--- config.mk ---
export PLATFORM = sky130hd
export DESIGN_NAME = anpr_regs
export DESIGN_NICKNAME = d
export VERILOG_FILES = /design/src/hw/anpr_pkg.sv /design/src/hw/anpr_regs.sv
export SDC_FILE = /design/constraint.sdc
export NUM_CORES = 1
export LEC_CHECK = 0
export BUFFER_PORTS_ARGS = -buffer_cell sky130_fd_sc_hd__clkbuf_2
export CORE_AREA = 2 2 67 69
export CTS_BUF_LIST = sky130_fd_sc_hd__clkbuf_8
export DETAILED_ROUTE_END_ITERATION = 16
export DIE_AREA = 0 0 69 71
export GPL_ROUTABILITY_DRIVEN = 0
export GPL_TIMING_DRIVEN = 0
export HOLD_SLACK_MARGIN = 0.06
export PLACE_DENSITY = 0.95
export RECOVER_POWER = 25
export SLEW_MARGIN = 20
export SYNTH_ARGS = -nofsm -noshare
export SYNTH_HDL_FRONTEND = slang
export SYNTH_SLANG_ARGS = --single-unit
export TNS_END_PERCENT = 100
--- constraint.sdc ---
create_clock -name I_CLOCK -period 2.35 [get_ports I_CLOCK]
set_input_delay 0.47 -clock I_CLOCK [delete_from_list [all_inputs] [get_ports I_CLOCK]]
set_output_delay 0.47 -clock I_CLOCK [all_outputs]
set_load 0.03 [all_outputs]
--- src/hw/anpr_pkg.sv ---
// Summary of operation
// RQ1: reserved bit 14 of advertisement reads zero
// RQ2: software writes defaults into reserved bits
// RQ3: bit 14 writable only with override set
// RQ4: bits 12:10 writable only with override set
// RQ5: reserved bits 12:10 read as zero
// RQ6: remote fault bit follows local link fault
// RQ7: remote fault sent in code word
// RQ8: ability bits advertise supported technologies
// RQ9: 100Base-T4 ability bit held at zero
// RQ10: negotiation off: speed, duplex from control
// RQ11: negotiation on: advertise bits 8:5, default one
// RQ12: status capabilities ignore ability field
// RQ13: software rewrites abilities then restarts
// RQ14: selector field sent, default 00001
// RQ15: partner register loaded from received word
// RQ16: partner data valid after completion status
// RQ17: partner next page bit from received word
// RQ18: partner acknowledge bit from received word
// RQ19: partner remote fault from received word
// RQ20: partner bits 9, 12:10 read zero
// RQ21: partner bits 8:5 report partner abilities
// RQ22: partner selector fixed 00001, resets zero
//
// Purpose : constants and carriers of the advertisement/partner bank
// Assumes : 16-bit management registers, 5-bit register index
// Notes   : one package shared by the register bank
package anpr_pkg;

    // =====================================================================
    // register map
    localparam logic [4:0]  ANPR_OFS_CONTROL  = 5'h00;
    localparam logic [4:0]  ANPR_OFS_STATUS   = 5'h01;
    localparam logic [4:0]  ANPR_OFS_ADVERT   = 5'h04;
    localparam logic [4:0]  ANPR_OFS_PARTNER  = 5'h05;
    localparam logic [4:0]  ANPR_OFS_EXTCTRL  = 5'h10;

    // =====================================================================
    // field positions
    localparam int ANPR_CTL_SPEED_BIT    = 13;
    localparam int ANPR_CTL_AN_EN_BIT    = 12;
    localparam int ANPR_CTL_RESTART_BIT  = 9;
    localparam int ANPR_CTL_DUPLEX_BIT   = 8;
    localparam int ANPR_EXT_OVERRIDE_BIT = 15;
    localparam int ANPR_STS_AN_DONE_BIT  = 5;
    localparam int ANPR_NP_BIT           = 15;
    localparam int ANPR_ACK_BIT          = 14;
    localparam int ANPR_RF_BIT           = 13;
    localparam int ANPR_RSV_HI           = 12;
    localparam int ANPR_RSV_LO           = 10;
    localparam int ANPR_T4_BIT           = 9;
    localparam int ANPR_ABIL_HI          = 8;
    localparam int ANPR_ABIL_LO          = 5;
    localparam int ANPR_SEL_HI           = 4;
    localparam int ANPR_SEL_LO           = 0;

    // =====================================================================
    // reset values
    localparam logic [3:0]  ANPR_ABIL_RST     = 4'hF;
    localparam logic [4:0]  ANPR_SEL_RST      = 5'h01;
    localparam logic [2:0]  ANPR_RSV_RST      = 3'h0;
    localparam logic [15:0] ANPR_PARTNER_RST  = 16'h0000;
    localparam logic        ANPR_AN_EN_RST    = 1'b1;
    localparam logic        ANPR_SPEED_RST    = 1'b1;
    localparam logic        ANPR_DUPLEX_RST   = 1'b0;
    // fixed capability bits of the status register (10/100, half/full, AN)
    localparam logic [15:0] ANPR_STATUS_CAPS  = 16'h7808;

    // =====================================================================
    // carriers
    typedef struct packed {
        logic [4:0]  addr;
        logic [15:0] wdata;
        logic        wr;
        logic        rd;
    } anpr_bus_type;

    typedef struct packed {
        logic        valid;
        logic [15:0] word;
    } anpr_lcw_type;

    typedef struct packed {
        logic        speed_sel;
        logic        an_enable;
        logic        duplex_sel;
        logic        override;
        logic        adv_np;
        logic        adv_ack_rsv;
        logic [2:0]  adv_rsv;
        logic [3:0]  adv_abil;
        logic [4:0]  adv_sel;
        logic [15:0] partner;
        logic [15:0] rdata;
        logic [15:0] tx_lcw;
        logic        restart;
        logic        speed_100;
        logic        full_duplex;
        logic        an_active;
    } anpr_state_type;

endpackage : anpr_pkg

--- src/hw/anpr_regs.sv ---
// Purpose : advertisement and link partner ability registers
// Assumes : management port and link logic on I_CLOCK
// Notes   : read data appear in the cycle after the read strobe
//
// Chosen here: the address-and-strobe port.
`timescale 1ns/10ps
module anpr_regs
    import anpr_pkg::*;
(
    // clock and reset
    input  wire logic        I_CLOCK,
    input  wire logic        I_RST,
    // management port
    input  wire logic [4:0]  I_ADDR,
    input  wire logic [15:0] I_WDATA,
    input  wire logic        I_WR,
    input  wire logic        I_RD,
    output logic      [15:0] O_RDATA,
    // negotiation logic
    input  wire logic        I_LINK_FAULT,
    input  wire logic        I_AN_COMPLETE,
    input  wire logic        I_RX_LCW_VALID,
    input  wire logic [15:0] I_RX_LCW,
    output logic      [15:0] O_TX_LCW,
    output logic             O_AN_ENABLE,
    output logic             O_AN_RESTART,
    // forced mode
    output logic             O_SPEED_100,
    output logic             O_FULL_DUPLEX
);

    // =====================================================================
    // state
    anpr_bus_type   bus;
    anpr_lcw_type   rx;
    anpr_state_type st_ff;
    anpr_state_type nxt_st;

    assign bus = '{addr: I_ADDR, wdata: I_WDATA, wr: I_WR, rd: I_RD};
    assign rx  = '{valid: I_RX_LCW_VALID, word: I_RX_LCW};

    // =====================================================================
    // next state
    always_comb begin
        logic        wr_ctl;
        logic        wr_adv;
        logic        wr_ext;
        logic [15:0] adv_view;
        logic [15:0] ctl_view;
        logic [15:0] sts_view;
        logic [15:0] ext_view;
        logic [15:0] lcw;
        wr_ctl   = 1'b0;
        wr_adv   = 1'b0;
        wr_ext   = 1'b0;
        adv_view = 16'h0000;
        ctl_view = 16'h0000;
        sts_view = 16'h0000;
        ext_view = 16'h0000;
        lcw      = 16'h0000;
        nxt_st   = st_ff;

        wr_ctl = bus.wr && (bus.addr == ANPR_OFS_CONTROL);
        wr_adv = bus.wr && (bus.addr == ANPR_OFS_ADVERT);
        wr_ext = bus.wr && (bus.addr == ANPR_OFS_EXTCTRL);

        // control register: enable, speed, duplex, self-clearing restart
        nxt_st.restart = 1'b0;
        if (wr_ctl) begin
            nxt_st.speed_sel  = bus.wdata[ANPR_CTL_SPEED_BIT];
            nxt_st.an_enable  = bus.wdata[ANPR_CTL_AN_EN_BIT];
            nxt_st.duplex_sel = bus.wdata[ANPR_CTL_DUPLEX_BIT];
            nxt_st.restart    = bus.wdata[ANPR_CTL_RESTART_BIT];
        end
        if (wr_ext) begin
            nxt_st.override = bus.wdata[ANPR_EXT_OVERRIDE_BIT];
        end

        // advertisement register
        if (wr_adv) begin
            nxt_st.adv_np   = bus.wdata[ANPR_NP_BIT];
            nxt_st.adv_abil = bus.wdata[ANPR_ABIL_HI:ANPR_ABIL_LO]; // see RQ8
            if (st_ff.override) begin
                nxt_st.adv_ack_rsv = bus.wdata[ANPR_ACK_BIT]; // see RQ3
                nxt_st.adv_rsv =
                    bus.wdata[ANPR_RSV_HI:ANPR_RSV_LO]; // see RQ4
                nxt_st.adv_sel = bus.wdata[ANPR_SEL_HI:ANPR_SEL_LO];
            end
        end

        // partner register filled from the received code word
        if (rx.valid) begin
            nxt_st.partner = 16'h0000;                     // see RQ20
            nxt_st.partner[ANPR_NP_BIT]  = rx.word[ANPR_NP_BIT];  // see RQ17
            nxt_st.partner[ANPR_ACK_BIT] = rx.word[ANPR_ACK_BIT]; // see RQ18
            nxt_st.partner[ANPR_RF_BIT]  = rx.word[ANPR_RF_BIT];  // see RQ19
            nxt_st.partner[ANPR_ABIL_HI:ANPR_ABIL_LO] =
                rx.word[ANPR_ABIL_HI:ANPR_ABIL_LO];        // see RQ15 RQ21
            nxt_st.partner[ANPR_SEL_HI:ANPR_SEL_LO] = ANPR_SEL_RST; // see RQ22
        end

        // read views
        adv_view[ANPR_NP_BIT] = st_ff.adv_np;
        adv_view[ANPR_ACK_BIT] = 1'b0;                     // see RQ1
        adv_view[ANPR_RF_BIT] = I_LINK_FAULT;              // see RQ6
        adv_view[ANPR_RSV_HI:ANPR_RSV_LO] = 3'h0;          // see RQ5
        adv_view[ANPR_T4_BIT] = 1'b0;                      // see RQ9
        adv_view[ANPR_ABIL_HI:ANPR_ABIL_LO] = st_ff.adv_abil;
        adv_view[ANPR_SEL_HI:ANPR_SEL_LO] = st_ff.adv_sel;

        ctl_view[ANPR_CTL_SPEED_BIT]  = st_ff.speed_sel;
        ctl_view[ANPR_CTL_AN_EN_BIT]  = st_ff.an_enable;
        ctl_view[ANPR_CTL_DUPLEX_BIT] = st_ff.duplex_sel;
        // capabilities are fixed, never taken from the ability field
        sts_view = ANPR_STATUS_CAPS;                       // see RQ12
        sts_view[ANPR_STS_AN_DONE_BIT] = I_AN_COMPLETE;
        ext_view[ANPR_EXT_OVERRIDE_BIT] = st_ff.override;

        nxt_st.rdata = 16'h0000;
        if (bus.rd) begin
            case (bus.addr)
                ANPR_OFS_CONTROL: begin
                    nxt_st.rdata = ctl_view;
                end
                ANPR_OFS_STATUS: begin
                    nxt_st.rdata = sts_view;
                end
                ANPR_OFS_ADVERT: begin
                    nxt_st.rdata = adv_view;
                end
                ANPR_OFS_PARTNER: begin
                    nxt_st.rdata = st_ff.partner;
                end
                ANPR_OFS_EXTCTRL: begin
                    nxt_st.rdata = ext_view;
                end
                default: begin
                    nxt_st.rdata = 16'h0000;
                end
            endcase
        end

        // transmitted code word, only while negotiation is enabled
        lcw[ANPR_NP_BIT] = st_ff.adv_np;
        lcw[ANPR_RF_BIT] = I_LINK_FAULT;                   // see RQ7
        lcw[ANPR_ABIL_HI:ANPR_ABIL_LO] = st_ff.adv_abil;  // see RQ11
        lcw[ANPR_SEL_HI:ANPR_SEL_LO] = st_ff.adv_sel;     // see RQ14
        nxt_st.tx_lcw    = st_ff.an_enable ? lcw : 16'h0000;
        nxt_st.an_active = st_ff.an_enable;

        // forced mode follows the control bits when negotiation is off
        if (!st_ff.an_enable) begin
            nxt_st.speed_100   = st_ff.speed_sel;          // see RQ10
            nxt_st.full_duplex = st_ff.duplex_sel;         // see RQ10
        end else begin
            nxt_st.speed_100   = st_ff.speed_100;
            nxt_st.full_duplex = st_ff.full_duplex;
        end
    end

    // =====================================================================
    // state register
    always_ff @(posedge I_CLOCK or posedge I_RST) begin
        if (I_RST) begin
            st_ff.speed_sel   <= ANPR_SPEED_RST;
            st_ff.an_enable   <= ANPR_AN_EN_RST;
            st_ff.duplex_sel  <= ANPR_DUPLEX_RST;
            st_ff.override    <= 1'b0;
            st_ff.adv_np      <= 1'b0;
            st_ff.adv_ack_rsv <= 1'b0;
            st_ff.adv_rsv     <= ANPR_RSV_RST;
            st_ff.adv_abil    <= ANPR_ABIL_RST;            // see RQ11
            st_ff.adv_sel     <= ANPR_SEL_RST;
            st_ff.partner     <= ANPR_PARTNER_RST;         // see RQ22
            st_ff.rdata       <= 16'h0000;
            st_ff.tx_lcw      <= 16'h0000;
            st_ff.restart     <= 1'b0;
            st_ff.speed_100   <= ANPR_SPEED_RST;
            st_ff.full_duplex <= ANPR_DUPLEX_RST;
            st_ff.an_active   <= ANPR_AN_EN_RST;
        end else begin
            st_ff <= nxt_st;
        end
    end

    // =====================================================================
    // outputs
    assign O_RDATA       = st_ff.rdata;
    assign O_TX_LCW      = st_ff.tx_lcw;
    assign O_AN_ENABLE   = st_ff.an_active;
    assign O_AN_RESTART  = st_ff.restart;
    assign O_SPEED_100   = st_ff.speed_100;
    assign O_FULL_DUPLEX = st_ff.full_duplex;

endmodule : anpr_regs

==> impl_metrics.env <==
export IMPL_status="finished clean"
export IMPL_wirelength_um=3920
export IMPL_nets=285
export IMPL_path_class="in -> reg"
export IMPL_cts_made_buffers=5
export IMPL_cts_clk_slew_worst_paths_ps=90
export IMPL_critPathTopFamily="simple AND/OR/NAND/NOR gates"
export IMPL_syn_to_final_growth_pct=22.1
export IMPL_clockBufferDepth=2
export IMPL_dpl_cell_area_um2=2600
export IMPL_num_fill_cells=340
export IMPL_syn_avg_cell_area_um2=13.0
export IMPL_worstPathArrival_ps=1790
export IMPL_slew_headroom_pct=47.2
export IMPL_cp_max_fo=10
export IMPL_cts_hold_fix_buffers=0
export IMPL_cts_tree="built"
export IMPL_final_max_slew_viol_count=0
export IMPL_p_leak_nw=1.41
export IMPL_critPathSlowestCell="nor4b_4"
export IMPL_hold_viol_final=0
export IMPL_cts_repair_resized=0
export IMPL_worstPathRequired_ps=2530
export IMPL_critical_path_max_stage_delay_ps=590
export IMPL_ios=80
export IMPL_grt_overflow_total=0
export IMPL_clk_latency_ps=290
export IMPL_pre_cts_ws_ps=444
export IMPL_htreeDepth=2
export IMPL_dpl_hpwl_um=3040
export IMPL_root_buffer="clkbuf_8"
export IMPL_worst_pin_slew_ps=792
export IMPL_clkSinkCount=51
export IMPL_period_share_pct=68.5
export IMPL_fin_tns_setup_ps=0
export IMPL_fin_cells=294
export IMPL_dp_cells=286
export IMPL_dieWidth_um=69
export IMPL_fin_ws_ps=741
export IMPL_die_h_um=71
export IMPL_postCtsSetupRepairBufs=0
export IMPL_first_pass_iters=4
export IMPL_fin_crit_ps=1610
export IMPL_utilization_pct=63.9
export IMPL_syn_area_um2=2200
export IMPL_routedWlPerCell_um=13.3
export IMPL_synth_cell_types=25
export IMPL_hp_class="in -> async"
export IMPL_rsz0062_at_grt="no"
export IMPL_antenna_left=0
export IMPL_worst_setup_path_end_kind="flop"
export IMPL_grt_max_degree=31
export IMPL_peakVddDrop_uv=441
export IMPL_setup_violations=0
export IMPL_synth_largest_area_cell="dfrtp_1"
export IMPL_grt_pass1_wl_um=6690
export IMPL_netlist_area_leader_share_pct=47.8
export IMPL_num_vias=1368
export IMPL_skew_ps=3.34
export IMPL_clock_fmax_ghz=0.622
export IMPL_powerDensity_nw_per_um2=693
export IMPL_drt_iter0_drc=83
export IMPL_startpoint_type="input port"
export IMPL_die_area_um2=4900
export IMPL_port_buffers=58
export IMPL_core_um2=4200
export IMPL_path_cells="clkbuf_2 > nor4b_4 > nand3_2 > mux2_2"
export IMPL_drive_above_1_share_pct=57.4
export IMPL_row_count=24
export IMPL_drt_vias_per_instance=4.65
export IMPL_start_util_pct=52.3
export IMPL_critical_path_buf_inv_count=1
export IMPL_synth_area_leaders="dfrtp_1 (48%), mux2_2 (14%), buf_4 (11%)"
export IMPL_n_antenna_cell=0
export IMPL_gr_usage_all_layers_pct=17.6
export IMPL_grt_pass1_vias=1406
export IMPL_drc_errors=0
export IMPL_cap_violations=0
export IMPL_synth_seq_cells=51
export IMPL_ys_seq_area_share_pct=58.5
export IMPL_final_cell_area_um2=2690
export IMPL_syn_inst=169
export IMPL_antenna_found_initial=0
export IMPL_yosysWarnings=0
worst reg2reg max path: cells and delay by family (launching register included):
kind	cells	cell delay (ps)
and+or+nand+nor	1	200
DFF	1	640
buffers and inverters	1	380
worst paths after layout:
path / start / endpoint / slack, ps / cells after the start
min in group I_CLOCK: I_WDATA[13] / st_ff[69]$_DFFE_PP1N_ / 400 / 2
max in group asynchronous: I_RST / O_TX_LCW[7]$_DFF_PP0_ / 900 / 3
hold reg to reg: nxt_st[0]$_DFFE_PP1N_ / O_AN_ENABLE$_DFF_PP1_ / 450 / 0
setup / recovery: I_ADDR[3] / st_ff[54]$_DFFE_PP0P_ / 740 / 4
setup reg to reg: nxt_st[0]$_DFFE_PP1N_ / O_TX_LCW[0]$_DFF_PP0_ / 1070 / 2
hold / removal: I_RST / st_ff[67]$_DFFE_PP0N_ / 300 / 2
cells in the final DEF, fill, tap and decap left out, types with 2 or more instances in the layout:
cell	n
clkbuf_1	4
and2_1	14
mux2i_1	3
nand2_1	5
clkbuf_8	7
nor2_1	8
o21ai_0	3
mux2_2	27
inv_1	2
nand3_1	2
dfrtp_1	42
and3_1	3
buf_4	32
a21oi_1	2
conb_1	7
clkbuf_2	59
dfstp_2	8
a32oi_1	3
per-stage QoR:
stage / hold WS [ps] / power, mW
detailed placement: 403 / 1.35
global route: 383 / 1.96
CTS: 178 / 1.89
floorplan: 384 / 1.25
global placement: 404 / 1.33
finish: 297 / 1.86
area by class of cell:
class | count | area [µm²] | share of cell area, %
plain buffers | 36 | 255 | 9.50
clock buffers | 7 | 96.3 | 3.59
clock inverters | 1 | 7.51 | 0.279
inverters | 2 | 7.51 | 0.279
multi-input cells | 86 | 672 | 25.0
flip-flops and latches | 51 | 1290 | 47.9
well taps | 52 | 65.1 | 2.42
repair buffers | 59 | 295 | 11.0
synth_stat cells:
cell type / count
dfrtp_1: 42
buf_4: 32
mux2_2: 27
and2_1: 14
dfstp_2: 9
nor2_1: 8
nand2_1: 5
clkbuf_1: 4
a32oi_1: 3
and3_1: 3
mux2i_1: 3
o21ai_0: 3
a21oi_1: 2
inv_1: 2
nand3_1: 2
a21boi_0: 1
conb_1: 1
nand2_2: 1
nand3_2: 1
nor2b_1: 1
nor3_1: 1
nor4_4: 1
nor4b_1: 1
nor4b_4: 1
or2_2: 1
cells by family (layout without fill, tap and decap cells):
logic type	Yosys count	in the layout	synth area share, %
muxes	30	30	15.2
AOI/OAI and AO/OA	9	9	2.67
buffers and inverters	38	105	11.9
DFF	51	51	58.5
other	1	7	0.170
and+or+nand+nor	40	40	11.5
metal layers:
layer,track usage (%),vias to the layer above,wire [µm]
met5,0,-,0
met4,5.23,0,21
met3,5.41,2,308
met2,28.5,57,2020
met1,23.0,642,1570
li1,-,667,-
registers in the layout (all words and copies together) (netlist names):
signal / flops
st_ff: 21
O_RDATA: 14
O_TX_LCW: 11
O_AN_ENABLE: 1
O_AN_RESTART: 1
O_FULL_DUPLEX: 1
O_SPEED_100: 1
nxt_st: 1
report_power, final:
group | switching [mW] | internal [mW]
Combinational | 0.171 | 0.136
Clock | 0.267 | 0.268
Sequential | 0.0450 | 0.975
Power figures use the tool's default switching activity.
